===== config.mk =====
export PLATFORM = sky130hd
export DESIGN_NAME = tbds_timebase
export DESIGN_NICKNAME = d
export VERILOG_FILES = /design/src/verilog/tbds_pkg.sv /design/src/verilog/tbds_timebase.sv /design/src/verilog/tbds_divider.sv
export VERILOG_INCLUDE_DIRS = /design/src /design/src/verilog
export SDC_FILE = /design/constraint.sdc
export NUM_CORES = 1
export LEC_CHECK = 0
export ABC_AREA = 1
export BUFFER_PORTS_ARGS = -buffer_cell sky130_fd_sc_hd__buf_4
export CAP_MARGIN = 20
export CORE_MARGIN = 2
export CORE_UTILIZATION = 30
export DETAILED_ROUTE_END_ITERATION = 10
export GPL_TIMING_DRIVEN = 0
export HOLD_SLACK_MARGIN = 0.1
export MAX_ROUTING_LAYER = met4
export PLACE_DENSITY = 0.55
export SETUP_SLACK_MARGIN = 0.15
export SYNTH_ARGS = -nofsm -noshare
export SYNTH_HDL_FRONTEND = slang
export SYNTH_HIERARCHICAL = 1
export SYNTH_SLANG_ARGS = --single-unit

===== constraint.sdc =====
create_clock -name mclk -period 2 [get_ports mclk]
set_input_delay 0.2 -clock mclk [delete_from_list [all_inputs] [get_ports mclk]]
set_output_delay 0.2 -clock mclk [all_outputs]
set_load 0.01 [all_outputs]

===== src/verilog/tbds_params.svh =====
// timing and sizing constants for the timebase divider / trigger sync
// assumes mclk stands in for the sample clock; all rates are enables
`ifndef TBDS_PARAMS_SVH
`define TBDS_PARAMS_SVH

// ----------------------------------------------------------------
// clock rates
// ----------------------------------------------------------------
`define TBDS_SAMPLE_HZ 10000000000.0
`define TBDS_TIMEBASE_HZ 1000000000.0
`define TBDS_QUARTER_HZ 250000000.0
`define TBDS_MCLK_PERIOD_NS 50

// ----------------------------------------------------------------
// division ratios and counter widths
// ----------------------------------------------------------------
`define TBDS_SAMPLE_DIV 10
`define TBDS_QUARTER_DIV 4
`define TBDS_TB_CNT_W 4
`define TBDS_QR_CNT_W 2
`define TBDS_NUM_DIG 4
`define TBDS_NUM_QR 4

// ----------------------------------------------------------------
// reset values
// ----------------------------------------------------------------
`define TBDS_TB_CNT_RST 4'h0
`define TBDS_QR_CNT_RST 2'h0
`define TBDS_PHASE_RST 2'h0

`endif


===== src/verilog/tbds_pkg.sv =====
// types shared by the timebase divider and trigger sync
// assumes tbds_params.svh is on the include path
`default_nettype none
`include "tbds_params.svh"

package tbds_pkg;

    // trigger results, all registered in the mclk domain
    typedef struct packed {
        logic timebase_trigger_pulse;
        logic quarter_rate_trigger_pulse;
        logic [1:0] phase_code;
    } tbds_trig_t;

endpackage

`default_nettype wire


===== src/verilog/tbds_timebase.sv =====
// timebase divider and trigger synchronizer, top level
// assumes mclk plays the sample clock; divided clocks are levels built
// from enable-driven counters, system_trigger_in is fully asynchronous
//
// Function
// - The 1 GHz and 250 MHz clocks come from the sample clock by division.
// - Each digitizer clock is gated by the run gate so all start together.
// - The trigger is aligned to the 1 GHz clock and gives two phase bits.
// - The quarter-rate clock is the 1 GHz timebase clock divided by four.
// - Four quarter-rate outputs are spaced a quarter period apart in phase.
// - The calibrator quarter-rate clock is switched off while it idles.
// - The asynchronous trigger passes a two-stage synchronizer.
// - Each trigger rise gives exactly one timebase trigger pulse, promptly.
// - Each trigger rise gives exactly one pulse on the quarter-rate clock.
// - Gate and trigger phase to the quarter clock may be any, but is fixed.
// - The quarter-rate to timebase trigger phase is output as a 2-bit code.
// - Phase bit 0 comes from the 500 MHz clock, bit 1 from the 250 MHz one.
`timescale 1ns/10ps
`default_nettype none
`include "tbds_params.svh"

module tbds_timebase
    import tbds_pkg::*;
#(
    parameter int NUM_DIG = `TBDS_NUM_DIG
) (
    input wire logic mclk,
    input wire logic nrst,
    input wire logic system_trigger_in,
    input wire logic digitizer_run_gate,
    input wire logic cal_clock_enable,
    output logic [NUM_DIG-1:0] digitizer_clock,
    output logic timebase_clock,
    output logic [`TBDS_NUM_QR-1:0] quarter_rate_clock,
    output logic cal_quarter_rate_clock,
    output tbds_trig_t trig
);

    // ----------------------------------------------------------------
    // dividers
    // ----------------------------------------------------------------
    wire logic tb_tick;
    wire logic qr_tick;
    wire logic [`TBDS_TB_CNT_W-1:0] tb_count;
    wire logic [`TBDS_QR_CNT_W-1:0] qr_count;

    // both counters clear together under reset, so phases are common
    tbds_divider #(
        .N(`TBDS_SAMPLE_DIV),
        .W(`TBDS_TB_CNT_W)
    ) u_tb_div (
        .mclk(mclk),
        .nrst(nrst),
        .en(1'b1),
        .tick(tb_tick),
        .count(tb_count)
    );

    tbds_divider #(
        .N(`TBDS_QUARTER_DIV),
        .W(`TBDS_QR_CNT_W)
    ) u_qr_div (
        .mclk(mclk),
        .nrst(nrst),
        .en(tb_tick),
        .tick(qr_tick),
        .count(qr_count)
    );

    // ----------------------------------------------------------------
    // clock levels
    // ----------------------------------------------------------------
    wire logic next_tb_level;
    wire logic [`TBDS_NUM_QR-1:0] next_qr_level;
    wire logic next_cal_clk;
    logic run_q;
    logic cal_en_q;

    // high for the first half of each timebase period
    assign next_tb_level = (tb_count < `TBDS_TB_CNT_W'(`TBDS_SAMPLE_DIV / 2));

    // phase k is high while (count - k) mod 4 is 0 or 1
    genvar gi;
    generate
        for (gi = 0; gi < `TBDS_NUM_QR; gi++) begin : g_qr
            wire logic [`TBDS_QR_CNT_W-1:0] qdiff;
            assign qdiff = qr_count - `TBDS_QR_CNT_W'(gi);
            assign next_qr_level[gi] = ~qdiff[1];
        end
    endgenerate

    assign next_cal_clk = next_qr_level[0] & cal_en_q;

    // run gate and calibrator enable change only on period boundaries,
    // which keeps every gated clock free of runt pulses
    always_ff @(posedge mclk) begin
        if (!nrst) begin
            run_q <= 1'b0;
        end else if (tb_tick) begin
            run_q <= digitizer_run_gate;
        end
    end

    always_ff @(posedge mclk) begin
        if (!nrst) begin
            cal_en_q <= 1'b0;
        end else if (qr_tick) begin
            cal_en_q <= cal_clock_enable;
        end
    end

    always_ff @(posedge mclk) begin
        if (!nrst) begin
            timebase_clock <= 1'b0;
            digitizer_clock <= '0;
            quarter_rate_clock <= '0;
            cal_quarter_rate_clock <= 1'b0;
        end else begin
            timebase_clock <= next_tb_level;
            digitizer_clock <= {NUM_DIG{next_tb_level & run_q}};
            quarter_rate_clock <= next_qr_level;
            cal_quarter_rate_clock <= next_cal_clk;
        end
    end

    // ----------------------------------------------------------------
    // trigger synchronizer and pulse generation
    // ----------------------------------------------------------------
    logic sync1;
    logic sync2;
    logic sync3;
    logic tb_pend;
    logic qr_pend;
    wire logic trig_rise;
    wire logic tb_fire;
    wire logic qr_fire;
    wire logic [1:0] next_phase;

    // sync1 feeds sync2 only; edge detect looks at sync2/sync3
    always_ff @(posedge mclk) begin
        if (!nrst) begin
            sync1 <= 1'b0;
            sync2 <= 1'b0;
            sync3 <= 1'b0;
        end else begin
            sync1 <= system_trigger_in;
            sync2 <= sync1;
            sync3 <= sync2;
        end
    end

    assign trig_rise = sync2 & ~sync3;
    // fire on the next timebase / quarter boundary; a rise arriving on
    // the boundary itself fires at once instead of waiting a period
    assign tb_fire = tb_tick & (tb_pend | trig_rise);
    assign qr_fire = qr_tick & (qr_pend | trig_rise);
    // bit 0 tracks the 500 MHz divided clock, bit 1 the 250 MHz clock
    assign next_phase = {qr_count[1], qr_count[0]};

    // clear wins over set: a rise on the fire cycle is absorbed by it
    always_ff @(posedge mclk) begin
        if (!nrst) begin
            tb_pend <= 1'b0;
            qr_pend <= 1'b0;
        end else begin
            tb_pend <= (tb_pend | trig_rise) & ~tb_tick;
            qr_pend <= (qr_pend | trig_rise) & ~qr_tick;
        end
    end

    always_ff @(posedge mclk) begin
        if (!nrst) begin
            trig <= '0;
        end else begin
            trig.timebase_trigger_pulse <= tb_fire;
            trig.quarter_rate_trigger_pulse <= qr_fire;
            if (tb_fire) begin
                trig.phase_code <= next_phase;
            end
        end
    end

    // limitation: two rises closer than one quarter period merge into
    // one quarter-rate pulse; the trigger system never spaces them so

    // ----------------------------------------------------------------
    // checks
    // ----------------------------------------------------------------
    a_tb_period: assert property (
        @(posedge mclk) disable iff (!nrst)
        tb_tick |-> ##10 tb_tick
    ) else $error("timebase divider period is not ten cycles");

    a_qr_period: assert property (
        @(posedge mclk) disable iff (!nrst)
        qr_tick |-> ##40 qr_tick
    ) else $error("quarter-rate period is not four timebase periods");

    a_dig_gated: assert property (
        @(posedge mclk) disable iff (!nrst)
        !run_q |=> digitizer_clock == '0
    ) else $error("digitizer clock runs with the gate closed");

    a_cal_off: assert property (
        @(posedge mclk) disable iff (!nrst)
        (!cal_clock_enable && qr_tick) |=> ##1 !cal_quarter_rate_clock [*8]
    ) else $error("calibrator clock runs while disabled");

    a_qr_quadrature: assert property (
        @(posedge mclk) disable iff (!nrst)
        $rose(quarter_rate_clock[0]) |-> ##10 $rose(quarter_rate_clock[1])
    ) else $error("quarter-rate phases not a quarter period apart");

    a_tb_prompt: assert property (
        @(posedge mclk) disable iff (!nrst)
        trig_rise |-> ##[1:10] trig.timebase_trigger_pulse
    ) else $error("timebase trigger pulse missing after rise");

    a_tb_single: assert property (
        @(posedge mclk) disable iff (!nrst)
        trig.timebase_trigger_pulse |=> !trig.timebase_trigger_pulse [*8]
    ) else $error("timebase trigger pulse repeated");

    a_qr_prompt: assert property (
        @(posedge mclk) disable iff (!nrst)
        trig_rise |-> ##[1:40] trig.quarter_rate_trigger_pulse
    ) else $error("quarter-rate trigger pulse missing after rise");

    a_qr_aligned: assert property (
        @(posedge mclk) disable iff (!nrst)
        trig.quarter_rate_trigger_pulse |-> $past(qr_tick)
    ) else $error("quarter-rate pulse off the quarter boundary");

    a_phase_code: assert property (
        @(posedge mclk) disable iff (!nrst)
        trig.timebase_trigger_pulse |-> trig.phase_code == $past(qr_count)
    ) else $error("phase code not the divider phase at the trigger");

    a_sync_delay: assert property (
        @(posedge mclk) disable iff (!nrst)
        trig_rise |-> $past(system_trigger_in, 2) && !$past(sync2)
    ) else $error("trigger rise seen without two synchronizer stages");

    a_reset_quiet: assert property (
        @(posedge mclk)
        !nrst |=> !trig.timebase_trigger_pulse && tb_count == '0
    ) else $error("reset did not clear pulses and divider");

endmodule

`default_nettype wire


===== src/verilog/tbds_divider.sv =====
// modulo-n counter: advances on en, ticks on the last count
// assumes a single clock mclk with synchronous active-low reset
`timescale 1ns/10ps
`default_nettype none

module tbds_divider #(
    parameter int N = 10,
    parameter int W = 4
) (
    input wire logic mclk,
    input wire logic nrst,
    input wire logic en,
    output logic tick,
    output logic [W-1:0] count
);

    wire logic at_last;

    assign at_last = (count == W'(N - 1));
    // tick is a handshake-style enable, combinational on purpose
    assign tick = en & at_last;

    always_ff @(posedge mclk) begin
        if (!nrst) begin
            count <= '0;
        end else if (tick) begin
            count <= '0;
        end else if (en) begin
            count <= count + W'(1);
        end
    end

endmodule

`default_nettype wire


Yosys cells after proc, flatten, opt, wreduce, memory -nomap -nowiden
Index checks and enable logic that the tools add are counted.
{"block": "word_totals", "wordCells": 44, "output_inout_bits": 14, "ff_bits": 24}
{"block": "op_classes", "reduce_logical": 2, "n_bitwise": 18, "n_addsub": 5, "eq_ne": 2, "n_lt_le_gt_ge": 1}
{"operator": "$and A1 B1 Y1", "n": 8}
{"operator": "$not A1 Y1", "n": 8}
{"operator": "$add A4 B1 Y4 const B", "n": 1}
{"operator": "$eq A4 B4 Y1 const B", "n": 1}
{"operator": "$lt A4 B3 Y1 const B", "n": 1}
{"operator": "$reduce_or A2 Y1", "n": 2}
{"operator": "$sub A2 B2 Y2 const B", "n": 2}
{"operator": "$add A2 B1 Y2 const B", "n": 1}
{"operator": "$eq A2 B2 Y1 const B", "n": 1}
{"operator": "$or A1 B1 Y1", "n": 2}
{"operator": "$sub A2 B1 Y2 const B", "n": 1}

Depth between registers and ports, before layout
{"block": "depth", "word_depth": 4, "ltp_mapped": 9}

By module
Netlist, hierarchy kept.
{"module": "tbds_timebase", "n_inst": 1, "area_each_um2": 606.8, "cells_each": 73}
{"module": "tbds_divider (u_tb_div)", "n_inst": 1, "area_each_um2": 211.5, "cells_each": 31}
{"module": "tbds_divider (u_qr_div)", "n_inst": 1, "area_each_um2": 112.6, "cells_each": 15}

Least setup slack after synthesis
OpenSTA, ideal clock, no wires.
{"block": "synth_timing", "path_type": "register -> register", "start": "register u_tb_div.count[0]", "end": "register run_q", "path_stages_with_launch": 8, "arrival_ns": 1.269, "required_time_ns": 1.883, "path_slack_ns": 0.615, "path_buffers": 1, "path_cell_list": "dfxtp_1 ha_1 nand2_1 nor2_1 buf_2 nor2_1 a21oi_1 nor2_1"}
{"block": "synth_between", "elab_chain_cells": 1}
{"element": "from (decl)", "line": "tbds_divider.sv:14", "source": "output logic [W-1:0] count"}
{"element": "from (signal assigned)", "line": "tbds_divider.sv:29", "source": "count <= count + W'(1);"}
{"element": "$eq A4 B4 Y1", "line": "tbds_divider.sv:19", "source": "assign at_last = (count == W'(N - 1));"}
{"element": "net tb_tick", "line": "tbds_timebase.sv:42", "source": "wire logic tb_tick;"}
{"element": "to (signal assigned)", "line": "tbds_timebase.sv:100", "source": "run_q <= digitizer_run_gate;"}
{"element": "to (decl)", "line": "tbds_timebase.sv:76", "source": "logic run_q;"}
The timed path passes the listed nets, and every way through them passes these cells.
A chain may end at the register's enable or synchronous reset.

Final worst setup path
{"block": "layout_timing", "start": "register u_tb_div.count[0]", "end": "register trig[2] (netlist bit)"}
{"block": "layout_between", "elab_chain_cells": 3}
{"element": "$eq A4 B4 Y1", "line": "tbds_divider.sv:19"}
{"element": "net tb_tick", "line": "tbds_timebase.sv:42"}
{"element": "$and A1 B1 Y1", "line": "tbds_divider.sv:21", "source": "assign tick = en & at_last;"}
{"element": "net qr_tick", "line": "tbds_timebase.sv:43", "source": "wire logic qr_tick;"}
{"element": "$and A1 B1 Y1", "line": "tbds_timebase.sv:156", "source": "assign qr_fire = qr_tick & (qr_pend | trig_rise);"}
{"element": "to (decl)", "line": "tbds_timebase.sv:36", "source": "output tbds_trig_t trig"}
The timed path passes the listed nets, and every way through them passes these cells.

==> metrics.md <==
| Metric | Value |
|---|---|
| Seq/Total Area, Yosys | 0.516 |
| TNS Setup | 0 ps |
| GPL Wtd Cong | 0.730 |
| Worst vdd ir | 0.252 mV |
| # IOs | 19 |
| Num rows | 20 |
| Fmax | 0.601 GHz |
| Initial DRC count | 10 |
| Yosys reg bits | 24 |
| CTS H-Tree Depth | 1 |
| CTS Buf Count | 3 |
| Crit-path leading delay family | simple AND/OR/NAND/NOR gates |
| Pin count of the biggest net entering global routing | 15 |
| Postcts setup bufs | 0 |
| Diode count | 0 |
| Power Dens Cells | 755 nW/µm² |
| CP Max Fanout | 6 |
| Root buf cell | clkbuf_4 |
| Initial Util | 0.310 |
| Die area | 3560 µm² |
| CP arrival | 1900 ps |
| Critical path type | reg -> reg |
| Req. time, crit path | 2230 ps |
| Clock buffer depth | 2 |
| Tmin final | 1660 ps |
| Post_cts resized | 0 |
| Library cells used by synthesis | 21 |
| Fraction of layout cells with a size suffix above 1 | 0.231 |
| Final Max Slew Viols | 0 |
| Outcome | complete, no violations |
| HP Class | in -> reg |
| Critical Path Max Stage Delay | 450 ps |
| Via-to-Cell Ratio | 4.07 |
| Initial antenna violation count | 0 |
| TritonCTS clock tree | done |
| Critical Path Start Type | flop |
| Final period util | 0.832 |
| Max-Cap Viols | 0 |
| Final ANT Viol Nets | 0 |
| Syn Area/Cell | 7.82 µm² |
| Drt pass-1 iters | 4 |
| Worst path buffer plus inverter count | 2 |
| Die height | 59.7 µm |
| Gr usage total | 0.0987 |
| Vias in the first global route | 625 |
| Crit-path slowest cell | dfxtp_1 |
| Syn Inst Count | 119 |
| Syn-to-layout area delta | 27.7% |
| DR WL/cell | 8.56 µm |
| Number of port buffers | 18 |
| Layout Cells excl Fill | 180 |
| Placed cell count | 175 |
| First-pass GRT wire length | 2.58 mm |
| Die width | 59.7 µm |
| Clk_lat worst skew | 310 ps |
| # setup viols final | 0 |
| Final WL | 1.54 mm |
| Clock sink total | 24 |
| Fin nets | 156 |
| Final Hold Viols | 0 |
| DR vias | 733 |
| Synth warn | 6 |
| CP Cell Sequence | ha_1 > nand2_1 > nor2_1 > nand2_1 > inv_1 > inv_1 > nor3_1 |
| Clk slew on worst S/H paths | 130 ps |
| Layout Skew | 0.748 ps |
| Synthesized area | 931 µm² |
| RSZ-0062 raised after global routing | no |
| DPL Wire Length | 1.17 mm |
| Critical Path Sink Type | flop |
| Core Area | 3000 µm² |
| Leak | 0.575 nW |
| Remaining Overflow, GRT | 0 |
| Core Util, Final | 0.396 |
| DRC viols | 0 |
per-stage QoR:
stage                     hold WS [ps]  power, mW  setup WS [ps]  instance area, µm²
after floorplan                    298      0.541            615                 950
after global placement             382      0.559            447                1130
after detailed placement           385      0.560            384                1130
after CTS                          101      0.910            348                1190
after global routing               127      0.935            165                1190
final                              114      0.897            336                1190
where the power goes:
group          switching, mW  leakage, nW  total (mW)  internal (mW)
Sequential           0.00827        0.196       0.498          0.490
Combinational         0.0279        0.351      0.0524         0.0244
Clock                  0.144       0.0279       0.346          0.202
Total                  0.180        0.575       0.897          0.717
cell usage after synthesis:
cell,number,share of area
nand3_1,3,0.016
o21ai_1,1,0.0054
o21bai_1,1,0.0081
buf_2,1,0.0054
a21oi_1,7,0.038
dfxtp_1,24,0.52
xnor2_1,1,0.0094
nor3_1,3,0.016
conb_1,1,0.0040
buf_4,4,0.032
a21oi_2,1,0.0094
or2_0,1,0.0067
nand2_1,26,0.10
inv_2,2,0.0081
nor2_2,1,0.0067
and2_1,1,0.0067
xor2_1,1,0.0094
nand2_2,3,0.020
inv_1,17,0.069
ha_1,3,0.040
nor2_1,17,0.069
area by class of cell:
type                            instances  area, µm²
Clock inverter                          1       30.0
Tap cell                               33       41.3
Multi-Input combinational cell         76        363
Sequential cell                        24        480
Inverter                               19       71.3
Clock buffer                            3       22.5
Timing Repair Buffer                   19        145
Buffer                                  5       35.0
Fill cell                             334       1810
final timing paths:
check	endpoint	slack, ps	cells after the start	from
setup / recovery	trig[2]$_SDFF_PN0_	340	7	u_tb_div/count[0]$_SDFFE_PP0P_
setup reg to reg	trig[2]$_SDFF_PN0_	340	7	u_tb_div/count[0]$_SDFFE_PP0P_
hold / removal	run_q$_SDFFE_PN0P_	110	3	digitizer_run_gate
hold reg to reg	sync2$_SDFF_PN0_	430	2	sync1$_SDFF_PN0_
tightest hold or removal path, stage by stage:
cell     delay, ps
buf_4           80
a21oi_1         50
nor2_1          70
kinds of logic (layout without fill, tap and decap cells):
family,count (synthesis),after routing,synth area share
AO/OA/AOI/OAI,10,10,0.0605
XOR/XNOR,2,2,0.0188
adder cells (fa/ha/maj),3,3,0.0403
buffers and inverters,24,47,0.114
flip-flops,24,24,0.516
other,1,6,0.00403
AND/OR/NAND/NOR,55,55,0.246
cell usage in the layout, fill, tap and decap left out, types with 2 or more instances in the layout:
cell type,n
inv_2,2
nand2_2,3
dfxtp_1,24
buf_4,22
ha_1,3
inv_1,17
conb_1,6
a21oi_1,7
clkbuf_4,3
nand3_1,3
nand2_1,26
nor3_1,3
nor2_1,17
state kept, by name (all words and copies together) (netlist names):
name and count:
tb_pend 1, qr_pend 1, trig 4, cal_en_q 1, cal_quarter_rate_clock 1, digitizer_clock 1
quarter_rate_clock 4, u_tb_div/count 4, timebase_clock 1, sync3 1, sync2 1, run_q 1
sync1 1, u_qr_div/count 2
what timing repair did:
action,in CTS,in global routing
hold endpoints to repair,1,0
setup endpoints to repair,0,0
hold buffers,1,0
metal layers:
layer  routed length, µm  GRT usage
met5                   0          -
met4                  27     0.0571
met3                  54     0.0195
met2                 717      0.151
met1                 741      0.120
No activity file was read; power rests on OpenSTA's default activity.
